==> config.mk <==
export PLATFORM = sky130hd
export DESIGN_NAME = pmrc_device_flat
export DESIGN_NICKNAME = d
export VERILOG_FILES = /design/src/include/pmrc_pkg.sv /design/src/include/pmrc_if.sv /design/src/logic/pmrc_device.sv /design/src/flat_wrapper.sv
export VERILOG_INCLUDE_DIRS = /design/src /design/src/include
export SDC_FILE = /design/constraint.sdc
export NUM_CORES = 1
export LEC_CHECK = 0
export BUFFER_PORTS_ARGS = -buffer_cell sky130_fd_sc_hd__buf_2
export CORE_MARGIN = 2
export CORE_UTILIZATION = 40
export CTS_BUF_LIST = sky130_fd_sc_hd__clkbuf_4 sky130_fd_sc_hd__clkbuf_8
export CTS_CLUSTER_DIAMETER = 60
export DETAILED_ROUTE_END_ITERATION = 10
export HOLD_SLACK_MARGIN = 0.05
export PLACE_DENSITY_LB_ADDON = 0.3
export SYNTH_ARGS = -nofsm -noshare
export SYNTH_HDL_FRONTEND = slang
export SYNTH_SLANG_ARGS = --single-unit
==> constraint.sdc <==
create_clock -name clk_sys -period 5 [get_ports clk_sys]
set_input_delay 0.75 -clock clk_sys [delete_from_list [all_inputs] [get_ports clk_sys]]
set_output_delay 0.75 -clock clk_sys [all_outputs]
set_load 0.005 [all_outputs]
==> src/include/pmrc_defines.svh <==
// Constants of the power mode and reset controller: offsets, bit positions, resets, counts.
// Assumes inclusion by bare name from the include folder.
`ifndef PMRC_DEFINES_SVH
`define PMRC_DEFINES_SVH
`define PMRC_RST_QUAL_CLKS 5'd24
`define PMRC_INT_RST_CLKS 12'd2048
`define PMRC_IDLE_BIT 0
`define PMRC_PD_BIT 1
`define PMRC_WDT_KEY_DISABLE 8'h55
`define PMRC_POWER_CONTROL_REG_RESET 8'h00
`define PMRC_WDT_KEY_RESET 8'h00
`define PMRC_ADDR_CTRL 2'h0
`define PMRC_ADDR_POWER_CONTROL_REG 2'h1
`define PMRC_ADDR_KEY 2'h2
`define PMRC_ADDR_STATUS 2'h3
`define PMRC_CTRL_RESET 8'h00
`define PMRC_CTRL_RST_BIT 0
`define PMRC_CTRL_OSC_BIT 1
`define PMRC_CTRL_IRQ_BIT 2
`define PMRC_CTRL_EXT_BIT 3
`define PMRC_CTRL_ADC_BIT 4
`define PMRC_CTRL_DISP_BIT 5
`define PMRC_SYNC_RST 0
`define PMRC_SYNC_OSC 1
`define PMRC_SYNC_IRQ 2
`define PMRC_SYNC_EXT 3
`define PMRC_SYNC_ADC 4
`endif

==> src/include/pmrc_pkg.sv <==
// Types shared by both ends of the power mode and reset controller.
// Assumes pmrc_defines.svh holds all numeric constants.
package pmrc_pkg;
	typedef enum logic [1:0] {
		PMRC_RUN,
		PMRC_IDLE,
		PMRC_PDOWN,
		PMRC_WAKE
	} pmrc_state_e;
	typedef logic [7:0] pmrc_byte_t;
endpackage : pmrc_pkg

==> src/include/pmrc_if.sv <==
// Link between the power mode and reset controller and its outside party.
// Assumes both ends run on clk_sys; the device end treats the party's reset, oscillator and interrupt lines as pins.
`timescale 1ns/1ps
interface pmrc_if;
	logic reset_pin;
	logic osc_stable;
	logic irq_req;
	logic ext_irq;
	logic adc_cmp_irq;
	logic power_control_reg_wr;
	logic [7:0] power_control_reg_wdata;
	logic wdt_key_wr;
	logic [7:0] wdt_key_wdata;
	logic wdt_start;
	logic [7:0] power_control_reg_rdata;
	logic [7:0] wdt_key_rdata;
	logic wdt_active;
	logic int_rst;
	logic osc_en;
	modport device (
		input reset_pin,
		input osc_stable,
		input irq_req,
		input ext_irq,
		input adc_cmp_irq,
		input power_control_reg_wr,
		input power_control_reg_wdata,
		input wdt_key_wr,
		input wdt_key_wdata,
		input wdt_start,
		output power_control_reg_rdata,
		output wdt_key_rdata,
		output wdt_active,
		output int_rst,
		output osc_en
	);
	modport host (
		output reset_pin,
		output osc_stable,
		output irq_req,
		output ext_irq,
		output adc_cmp_irq,
		output power_control_reg_wr,
		output power_control_reg_wdata,
		output wdt_key_wr,
		output wdt_key_wdata,
		output wdt_start,
		input power_control_reg_rdata,
		input wdt_key_rdata,
		input wdt_active,
		input int_rst,
		input osc_en
	);
endinterface : pmrc_if

==> src/logic/pmrc_device.sv <==
// Power mode and reset controller, device end: reset qualification and stretch,
// idle and power-down modes, watchdog key.
// Assumes the party on pmrc_if drives its lines as pins; only the reset, oscillator and interrupt lines are synchronised.
//
// Function
// Reset qualifies after 24 clocks with stable oscillator
// Valid reset holds internal reset 2048 clocks
// Idle bit gates CPU, acquisition, display clocks
// Idle freezes CPU state, registers, pins
// Software disables watchdog before requesting idle
// Software disables display before low-power modes
// Enabled interrupt clears idle bit, ends idle
// Analog compare interrupt also wakes from idle
// Hardware reset ends idle after 24 clocks
// Reset initialises registers, display memory, restarts
// Power-down stops oscillator, loses display memory
// Watchdog disable before power-down only advised
// Level external interrupt wakes from power-down
// Analog compare interrupt wakes from power-down
// Hardware reset ends power-down, full initialisation
// Active watchdog disabled only by key 55H
// Wake clears power-down bit, restarts oscillator
`timescale 1ns/1ps
`include "pmrc_defines.svh"
module pmrc_device import pmrc_pkg::*; (
	input wire logic clk_sys,
	input wire logic rst,
	pmrc_if.device link,
	output logic cpu_clk_en_q,
	output logic acq_clk_en_q,
	output logic disp_clk_en_q,
	output logic periph_clk_en_q,
	output logic disp_mem_valid_q,
	output logic pc_restart_q
);
	logic [4:0] sync1_q;
	logic [4:0] sync2_q;
	logic pin_rst;
	logic pin_osc;
	logic pin_irq;
	logic pin_ext;
	logic pin_adc;

	logic [4:0] qual_q, qual_d;
	logic [11:0] irst_cnt_q, irst_cnt_d;
	logic int_rst_q, int_rst_d;
	logic rst_valid;

	pmrc_state_e state_q, state_d;
	pmrc_byte_t power_control_reg_q, power_control_reg_d;
	pmrc_byte_t key_q, key_d;
	logic wdt_active_q, wdt_active_d;
	logic osc_en_q, osc_en_d;
	logic cpu_clk_en_d;
	logic acq_clk_en_d;
	logic disp_clk_en_d;
	logic periph_clk_en_d;
	logic disp_mem_valid_d;

	function automatic logic sections_on(input pmrc_state_e st);
		sections_on = (st == PMRC_RUN);
	endfunction : sections_on

	assign pin_rst = sync2_q[`PMRC_SYNC_RST];
	assign pin_osc = sync2_q[`PMRC_SYNC_OSC];
	assign pin_irq = sync2_q[`PMRC_SYNC_IRQ];
	assign pin_ext = sync2_q[`PMRC_SYNC_EXT];
	assign pin_adc = sync2_q[`PMRC_SYNC_ADC];

	assign link.power_control_reg_rdata = power_control_reg_q;
	assign link.wdt_key_rdata = key_q;
	assign link.wdt_active = wdt_active_q;
	assign link.int_rst = int_rst_q;
	assign link.osc_en = osc_en_q;

	// Reset, oscillator and interrupt lines are pins, so each passes two flip-flops first
	always_ff @(posedge clk_sys or posedge rst) begin
		if (rst) begin
			sync1_q <= 5'h00;
			sync2_q <= 5'h00;
		end else begin
			sync1_q <= {link.adc_cmp_irq, link.ext_irq, link.irq_req,
				link.osc_stable, link.reset_pin};
			sync2_q <= sync1_q;
		end
	end

	// Qualify the reset line, then stretch the internal reset
	always_comb begin
		qual_d = 5'd0;
		rst_valid = 1'b0;
		if (pin_rst && pin_osc) begin
			qual_d = qual_q;
			if (qual_q != `PMRC_RST_QUAL_CLKS) begin
				qual_d = qual_q + 5'd1;
			end
			if (qual_q >= `PMRC_RST_QUAL_CLKS - 5'd1) begin
				rst_valid = 1'b1;
			end
		end
		irst_cnt_d = irst_cnt_q;
		if (rst_valid) begin
			irst_cnt_d = `PMRC_INT_RST_CLKS - 12'd1;
		end else if (irst_cnt_q != 12'd0) begin
			irst_cnt_d = irst_cnt_q - 12'd1;
		end
		int_rst_d = rst_valid | (irst_cnt_q != 12'd0);
	end

	always_ff @(posedge clk_sys or posedge rst) begin
		if (rst) begin
			qual_q <= 5'd0;
			irst_cnt_q <= 12'd0;
			int_rst_q <= 1'b1;
		end else begin
			qual_q <= qual_d;
			irst_cnt_q <= irst_cnt_d;
			int_rst_q <= int_rst_d;
		end
	end

	// Power modes, power control and watchdog key
	always_comb begin
		state_d = state_q;
		power_control_reg_d = power_control_reg_q;
		key_d = key_q;
		wdt_active_d = wdt_active_q;
		disp_mem_valid_d = disp_mem_valid_q;
		if (int_rst_q) begin
			// Registers and display memory take their initial state
			state_d = PMRC_RUN;
			power_control_reg_d = `PMRC_POWER_CONTROL_REG_RESET;
			key_d = `PMRC_WDT_KEY_RESET;
			wdt_active_d = 1'b0;
			disp_mem_valid_d = 1'b1;
		end else begin
			unique case (state_q)
				PMRC_RUN: begin
					if (link.power_control_reg_wr) begin
						power_control_reg_d = link.power_control_reg_wdata;
						// Power-down outranks idle when both are requested
						if (link.power_control_reg_wdata[`PMRC_PD_BIT]) begin
							state_d = PMRC_PDOWN;
							disp_mem_valid_d = 1'b0;
						end else if (link.power_control_reg_wdata[`PMRC_IDLE_BIT]) begin
							state_d = PMRC_IDLE;
						end
					end
				end
				PMRC_IDLE: begin
					// Power control writes are ignored here, the CPU is frozen; watchdog key writes still land
					if (pin_irq || pin_adc) begin
						power_control_reg_d[`PMRC_IDLE_BIT] = 1'b0;
						state_d = PMRC_RUN;
					end
				end
				PMRC_PDOWN: begin
					// Only level sources can wake, no clock runs to see an edge
					if (pin_ext || pin_adc) begin
						power_control_reg_d[`PMRC_PD_BIT] = 1'b0;
						state_d = PMRC_WAKE;
					end
				end
				PMRC_WAKE: begin
					// CPU waits for the crystal before it takes the interrupt
					if (pin_osc) begin
						state_d = PMRC_RUN;
					end
				end
			endcase
			if (link.wdt_key_wr) begin
				key_d = link.wdt_key_wdata;
				if (link.wdt_key_wdata == `PMRC_WDT_KEY_DISABLE) begin
					wdt_active_d = 1'b0;
				end
			end
			// Start wins over a key written in the same cycle
			if (link.wdt_start) begin
				wdt_active_d = 1'b1;
			end
		end
	end

	// Clock gates follow the next state so they change with the mode
	always_comb begin
		cpu_clk_en_d = sections_on(state_d);
		acq_clk_en_d = sections_on(state_d);
		disp_clk_en_d = sections_on(state_d);
		periph_clk_en_d = (state_d == PMRC_RUN) || (state_d == PMRC_IDLE);
		// A reset line seen in power-down restarts the crystal for qualification
		osc_en_d = (state_d != PMRC_PDOWN) || pin_rst;
	end

	always_ff @(posedge clk_sys or posedge rst) begin
		if (rst) begin
			state_q <= PMRC_RUN;
			power_control_reg_q <= `PMRC_POWER_CONTROL_REG_RESET;
			key_q <= `PMRC_WDT_KEY_RESET;
			wdt_active_q <= 1'b0;
			disp_mem_valid_q <= 1'b0;
			osc_en_q <= 1'b1;
			cpu_clk_en_q <= 1'b1;
			acq_clk_en_q <= 1'b1;
			disp_clk_en_q <= 1'b1;
			periph_clk_en_q <= 1'b1;
			pc_restart_q <= 1'b1;
		end else begin
			state_q <= state_d;
			power_control_reg_q <= power_control_reg_d;
			key_q <= key_d;
			wdt_active_q <= wdt_active_d;
			disp_mem_valid_q <= disp_mem_valid_d;
			osc_en_q <= osc_en_d;
			cpu_clk_en_q <= cpu_clk_en_d;
			acq_clk_en_q <= acq_clk_en_d;
			disp_clk_en_q <= disp_clk_en_d;
			periph_clk_en_q <= periph_clk_en_d;
			pc_restart_q <= int_rst_d;
		end
	end
endmodule : pmrc_device

==> src/flat_wrapper.sv <==
// flat-port wrapper written by rule: the top's interface ports become plain ports
module pmrc_device_flat import pmrc_pkg::*;
  (clk_sys, rst, cpu_clk_en_q, acq_clk_en_q, disp_clk_en_q, periph_clk_en_q, disp_mem_valid_q, pc_restart_q, link_reset_pin, link_osc_stable, link_irq_req, link_ext_irq, link_adc_cmp_irq, link_power_control_reg_wr, link_power_control_reg_wdata, link_wdt_key_wr, link_wdt_key_wdata, link_wdt_start, link_power_control_reg_rdata, link_wdt_key_rdata, link_wdt_active, link_int_rst, link_osc_en);
  pmrc_if link_i ();
  input wire logic clk_sys;
  input wire logic rst;
  output logic cpu_clk_en_q;
  output logic acq_clk_en_q;
  output logic disp_clk_en_q;
  output logic periph_clk_en_q;
  output logic disp_mem_valid_q;
  output logic pc_restart_q;
  input wire logic [$bits(link_i.reset_pin)-1:0] link_reset_pin;
  input wire logic [$bits(link_i.osc_stable)-1:0] link_osc_stable;
  input wire logic [$bits(link_i.irq_req)-1:0] link_irq_req;
  input wire logic [$bits(link_i.ext_irq)-1:0] link_ext_irq;
  input wire logic [$bits(link_i.adc_cmp_irq)-1:0] link_adc_cmp_irq;
  input wire logic [$bits(link_i.power_control_reg_wr)-1:0] link_power_control_reg_wr;
  input wire logic [$bits(link_i.power_control_reg_wdata)-1:0] link_power_control_reg_wdata;
  input wire logic [$bits(link_i.wdt_key_wr)-1:0] link_wdt_key_wr;
  input wire logic [$bits(link_i.wdt_key_wdata)-1:0] link_wdt_key_wdata;
  input wire logic [$bits(link_i.wdt_start)-1:0] link_wdt_start;
  output wire logic [$bits(link_i.power_control_reg_rdata)-1:0] link_power_control_reg_rdata;
  output wire logic [$bits(link_i.wdt_key_rdata)-1:0] link_wdt_key_rdata;
  output wire logic [$bits(link_i.wdt_active)-1:0] link_wdt_active;
  output wire logic [$bits(link_i.int_rst)-1:0] link_int_rst;
  output wire logic [$bits(link_i.osc_en)-1:0] link_osc_en;
  assign link_i.reset_pin = link_reset_pin;
  assign link_i.osc_stable = link_osc_stable;
  assign link_i.irq_req = link_irq_req;
  assign link_i.ext_irq = link_ext_irq;
  assign link_i.adc_cmp_irq = link_adc_cmp_irq;
  assign link_i.power_control_reg_wr = link_power_control_reg_wr;
  assign link_i.power_control_reg_wdata = link_power_control_reg_wdata;
  assign link_i.wdt_key_wr = link_wdt_key_wr;
  assign link_i.wdt_key_wdata = link_wdt_key_wdata;
  assign link_i.wdt_start = link_wdt_start;
  assign link_power_control_reg_rdata = link_i.power_control_reg_rdata;
  assign link_wdt_key_rdata = link_i.wdt_key_rdata;
  assign link_wdt_active = link_i.wdt_active;
  assign link_int_rst = link_i.int_rst;
  assign link_osc_en = link_i.osc_en;
  pmrc_device u_core (.clk_sys(clk_sys), .rst(rst), .link(link_i), .cpu_clk_en_q(cpu_clk_en_q), .acq_clk_en_q(acq_clk_en_q), .disp_clk_en_q(disp_clk_en_q), .periph_clk_en_q(periph_clk_en_q), .disp_mem_valid_q(disp_mem_valid_q), .pc_restart_q(pc_restart_q));
endmodule
==> key figures, run 1 <==
Power and ir drop
  – Int Power: around 0.69 mW
  – Power Total: 0.955 mW
  – Maximum vdd drop: 0.173 mV
  – Sw power: 0.263 mW
  – PD cells: around 370 nW/um^2
  – Clock power share: 27.2%
  – Net Sw Frac: 27.6%
  – Sequential power share: 54.4%
  – Comb pwr share: about 18%
  – Leakage: 1.36 nW

Route
  – Routed len/inst: 12.0 um
  – Vias: around 1,600
  – Final WL: between 3000 and 4000 um
  – Initial DRC Count: 66
  – 1st-pass router iterations: 4
  – Vias/cell: 4.85
  – Routed Antenna Nets: 0
  – DRC: 0

GRT
  – Grt ovf: 0
  – Largest net degree at the start of global routing: 52
  – GR Util All Layers: 14.0%
  – Number of global-route vias before repair: about 1,500
  – Initial antenna violation count: 0
  – First-pass GRT wire length: 6710 um

Synth
  – Synthesized cell area: around 2200 um^2
  – Cell taking the most area after synthesis: dfrtp_1
  – Netlist cell types: 39
  – Compound-Gate Fraction of Synth Area: under 10%
  – Combinational family with the most area after synthesis: simple AND/OR/NAND/NOR gates
  – Ys async rst share: 100%
  – Syn avg cell area: 10.8 um^2
  – Xor/xnor share of the synthesized area: 2.37%
  – Post-Syn Nets: 236
  – Mux contribution to synthesized area: about 4.5%
  – Yosys reg bits: 51
  – Dominant synthesized flop cell: dfrtp_1
  – Seq/Total Area, Yosys: 57.9%
  – Top cells by area, synth: dfrtp_1, dfstp_2, mux2i_1, nor2_1, nand2_1
  – Syn Inst Count: 206
  – Adder-cell share of the synthesized area: 2.26%
  – Ys Warns: 0
  – Top-area cell type share of the netlist area: around 53%
  – EDFF count, synth: 0
  – Post-Synth Simple-Gate Area: approximately a fifth

Critical path
  – Critical Path Fanout Max: 4
  – Instance count on the critical path: 6
  – Path depth of the worst reg2reg path: 6
  – Largest delay share family, worst path: simple AND/OR/NAND/NOR gates
  – CP Buf/Inv Count: 1
  – Critical Path AT: 2.23 ns
  – Critical path type: reg2reg
  – Worst path cell trace: inv_1, ha_1, or3b_2, o311ai_0, or3_1, nand3_1
  – Startpoint types: flip-flop
  – Required @ worst endpoint: around 5.2 ns
  – CP max-delay cell: o311ai_0
  – Worst Setup End Kind: flip-flop
  – Slowest Stage Delay on Critical Path: 0.54 ns

STA
  – Setup TNS Final: 0 ns
  – Minimum clock period: 2.06 ns
  – Final setup violation count: 0
  – Max Freq: 485 MHz
  – Worst slew pin tran: 1.01 ns
  – Pins Over Slew Limit: 0
  – Skew final: 0.00592 ns
  – Final hold viol count: 0
  – Period utilization: about 40%
  – Slew headroom: 32.8%
  – RSZ-0062 raised after global routing: false

Placed design
  – Placed Cells: 319
  – Placer Congestion: between 0.7 and 0.8
  – DP Area: 2510 um^2
  – DP Wirelength: 2760 um
  – Port bufs: 50

Finish
  – Most frequent cells in the layout: buf_2, dfrtp_1, nor2_1, nand2_1
  – Diode count: 0
  – Fin cells: 327
  – Layout area overhead: 18.0%
  – Ratio of cells with drive above 1 in the final layout: 27.5%
  – Final instance area: 2610 um^2
  – Commonest non-fill, non-tap cell in the layout: buf_2
  – Post-layout nets: 284

Min path
  – Type of the worst min-delay path: reg2reg
  – WHS Path Cells: 0

Clock network
  – Clock Pin Slew Worst Setup and Hold Paths: 0.09 ns
  – Cts repair resizes: 0
  – Num CTS Buffers: 5
  – Hold_buf cts: 0
  – H-Tree Depth: 2
  – Root buffer cell: clkbuf_8
  – Post-CTS Repair Setup Buffers: 0
  – Num Clock Sinks: 51
  – Maximum root-to-sink buffer count: 2
  – Skew-Pair Late Insertion Delay: 0.30 ns
  – CTS tree: built

Floorplanning
  – Io pins: just over 50
  – Initial Utilization: 40.7%
  – DIE HEIGHT: 78.4 um
  – Die X: 78.4 um
  – Die area: 6150 um^2
  – Core ar.: 5440 um^2
  – Site row count: 27

Run status
  – Status: complete, no violations

Run
  – Max-Cap Viols: 0
cells by family after synthesis:
group	count (synthesis)
and+or+nand+nor	88
DFF	51
AOI/OAI and AO/OA	29
buffers and inverters	18
muxes	10
xor gates and xnor gates	6
adders and majority gates	4
cells in the mapped netlist (3+ instances only):
master	count
xor2_1	4
inv_1	9
nor3b_1	3
nand3_1	5
nor2_1	26
nor3_1	3
a21o_1	3
clkbuf_1	6
nand2_1	24
a21oi_1	6
mux2i_1	10
dfrtp_1	47
nand3b_1	10
ha_1	4
o21ai_0	8
dfstp_2	4
o31ai_1	3
buf_4	3
power groups by stage:
stage	clock network (mW)	registers [mW]	logic, mW
after floorplan	0	0.518	0.118
after global placement	0	0.528	0.176
after detailed placement	0	0.528	0.179
after CTS	0.270	0.520	0.180
after global routing	0.288	0.529	0.203
final	0.259	0.519	0.176
sequential cells by signal, indices dropped and copies added (netlist names), 2 cells and up:
register and flops:
u_core.qual_q 5, u_core.irst_cnt_q 12, u_core.link.wdt_key_rdata 8, u_core.link.power_control_reg_rdata 8, u_core.state_q 2, u_core.sync2_q 5, u_core.sync1_q 5
per-layer routing:
metal  up-vias  share of wire, %  global-route usage, %
li1        798                 -                      -
met1       749                47                   18.9
met2        33                46                   21.2
met3         6               5.4                   4.37
met4         0               1.6                   5.26
met5         -                 0                      0
final cells by class:
class	instances	area, um^2
clock buffers	7	96.3
inverters	9	33.8
repair buffers	50	250
clock inverters	1	7.51
fillers	513	2830
well taps	72	90.1
flip-flops and latches	51	1280
multi-input cells	137	855
per-stage QoR:
step | setup WS, ns | hold slack, ns | util, %
global placement | 2.92 | 0.334 | 46.1
finish | 2.94 | 0.350 | 48.1
global route | 2.78 | 0.367 | 48.1
floorplan | 3.03 | 0.331 | -
CTS | 2.92 | 0.351 | 48.1
detailed placement | 2.92 | 0.337 | 46.1
worst paths after layout:
check,from,to,slack [ns]
setup / recovery,u_core.irst_cnt_q[0],u_core.irst_cnt_q[7],2.94
hold / removal,u_core.sync1_q[2],u_core.sync2_q[2],0.35
setup reg to reg,u_core.irst_cnt_q[0],u_core.irst_cnt_q[7],2.94
hold reg to reg,u_core.sync1_q[2],u_core.sync2_q[2],0.35
max in group asynchronous,rst,u_core.state_q[1],3.70
min in group asynchronous,rst,u_core.sync1_q[4],0.68
Power figures use the tool's default switching activity.
==> inputs of run 2 (changes only) <==
==> constraint.sdc (replaced) <==
create_clock -name clk_sys -period 1.85 [get_ports clk_sys]
set_input_delay 0.2775 -clock clk_sys [delete_from_list [all_inputs] [get_ports clk_sys]]
set_output_delay 0.2775 -clock clk_sys [all_outputs]
set_load 0.005 [all_outputs]
==> key figures, run 2 (synthesis results as in run 1) <==
Run status
  – Status: complete, but fails checks
  – Violations in the final reports: setup timing

Clock network
  – Num Clock Sinks: just over 50
  – Root buffer cell: clkbuf_8
  – Clock Pin Slew Worst Setup and Hold Paths: 0.09 ns
  – Maximum root-to-sink buffer count: 2
  – Skew-Pair Late Insertion Delay: 0.30 ns
  – Num CTS Buffers: 5
  – CTS tree: built
  – H-Tree Depth: 2

Finish
  – Multi-input gate area: 916 um^2
  – # fillers: ~500
  – Diode count: 0
  – FF+latch area: around 1300 um^2
  – Final instance area: around 2900 um^2
  – Layout area overhead: 31.0%
  – Largest register FFs: 12
  – Fin cells: roughly 350
  – Final Util: 53.3%
  – Top reg by flops: u_core.irst_cnt_q
  – Post-layout nets: 310
  – Ratio of cells with drive above 1 in the final layout: between 30% and 40%
  – Most frequent cells in the layout: buf_2, dfrtp_1, nor2_1, nand2_1, buf_4
  – Commonest non-fill, non-tap cell in the layout: buf_2

Critical path
  – Reg2reg start: u_core.irst_cnt_q[5]
  – Worst Setup End Kind: flip-flop
  – Required @ worst endpoint: around 2.1 ns
  – Worst R2R Setup Slack: -0.03 ns
  – Critical path type: reg2reg
  – Critical Path AT: 2.11 ns
  – Critical Path Fanout Max: 3
  – Path depth of the worst reg2reg path: 4
  – Critical R2R Capture: u_core.irst_cnt_q[11]
  – Startpoint types: flip-flop

Power and ir drop
  – Maximum vdd drop: 0.441 mV
  – Clock power share: 29.0%
  – Sw power: roughly 0.73 mW
  – Sequential power share: a little over half
  – Int Power: 1.96 mW
  – Comb pwr share: 18.7%
  – Power Total: ~2.7 mW
  – PD cells: ~920 nW/um^2
  – Leakage: ~1.5 nW
  – Net Sw Frac: 27.1%

Floorplanning
  – Io pins: 51
  – Site row count: 27
  – Initial Utilization: around two fifths
  – Die X: 78.4 um
  – DIE HEIGHT: 78.4 um
  – Core ar.: ~5400 um^2
  – Die area: 6150 um^2

Min path
  – Type of the worst min-delay path: in2reg
  – HP Start: link_irq_req
  – Worst Hold End: u_core.sync1_q[2]
  – WHS Path Cells: 1

Route
  – Final WL: 4190 um
  – Routed Antenna Nets: 0
  – Vias: 1,693
  – Routed len/inst: roughly 12 um
  – Initial DRC Count: 49
  – DRC: 0
  – Vias/cell: 4.80
  – 1st-pass router iterations: 4

STA
  – Setup TNS Final: -0.0284 ns
  – Final setup violation count: 1
  – Minimum clock period: 1.88 ns
  – Slew headroom: 73.0%
  – Skew final: 0.00447 ns
  – Final WS setup: -0.0284 ns
  – Worst slew pin tran: 0.405 ns
  – Pins Over Slew Limit: 0
  – Final hold viol count: 0
  – Hold slack final: 0.0728 ns
  – Max Freq: 532 MHz
  – RSZ-0062 raised after global routing: true
  – Period utilization: 102%

Placed design
  – Placer Congestion: 0.816
  – DP Wirelength: 2990 um
  – DP Area: 2700 um^2
  – Port bufs: 50
  – Place WS: -0.0374 ns
  – Placed Cells: 342

GRT
  – Initial antenna violation count: 0
  – First-pass GRT wire length: 7090 um
  – Number of global-route vias before repair: 1,664
  – Largest net degree at the start of global routing: 23
  – Grt ovf: 0
  – GR Util All Layers: 14.3%

Run
  – Max-Cap Viols: 0
run 2: worst max-delay path by stage:
stage	from	to	slack [ns]	cells past startpoint
after global routing	u_core.irst_cnt_q[5]	u_core.irst_cnt_q[11]	-0.07	4
after CTS	u_core.irst_cnt_q[0]	u_core.irst_cnt_q[10]	-0.04	6
after floorplan	u_core.irst_cnt_q[8]	u_core.irst_cnt_q[11]	-0.007	4
after global placement	u_core.irst_cnt_q[8]	u_core.irst_cnt_q[5]	-0.009	6
final	u_core.irst_cnt_q[5]	u_core.irst_cnt_q[11]	-0.03	4
after detailed placement	u_core.irst_cnt_q[8]	u_core.irst_cnt_q[11]	-0.04	4
run 2: repair_timing:
action,4_1_cts,5_1_grt
endpoints found under the setup margin,5,10
gates resized for setup,1,14
setup buffers,0,2
hold buffers,1,0
pin swaps,1,8
hold endpoints to repair,16,0
cloned,0,0
run 2: final cells by class:
type	instances	area share, %
clock inverters	3	1.60
flip-flops and latches	51	44.2
well taps	72	3.11
multi-input cells	137	31.6
clock buffers	5	2.37
repair buffers	76	16.0
inverters	9	1.16
run 2: per-layer routing:
metal | vias to the layer above | part of all wire (%) | global-route usage [%]
li1 | 851 | - | -
met1 | 801 | 48 | 18.8
met2 | 35 | 46 | 23.5
met3 | 6 | 3.8 | 2.76
met4 | 0 | 1.5 | 5.79
met5 | - | 0 | 0
run 2: power groups by stage:
stage                     sequential (mW)  combinational (mW)  clock, mW
after floorplan                      1.40               0.319          0
after global placement               1.42               0.503          0
after detailed placement             1.42               0.510          0
after CTS                            1.40               0.513      0.808
after global routing                 1.42               0.579      0.852
final                                1.40               0.502      0.777
run 2: worst max-delay path, stage by stage (launching register included):
cell and delay [ns]:
dfrtp_1 0.39, or4_4 0.55, or2_4 0.26, or4b_1 0.46, a21boi_1 0.15
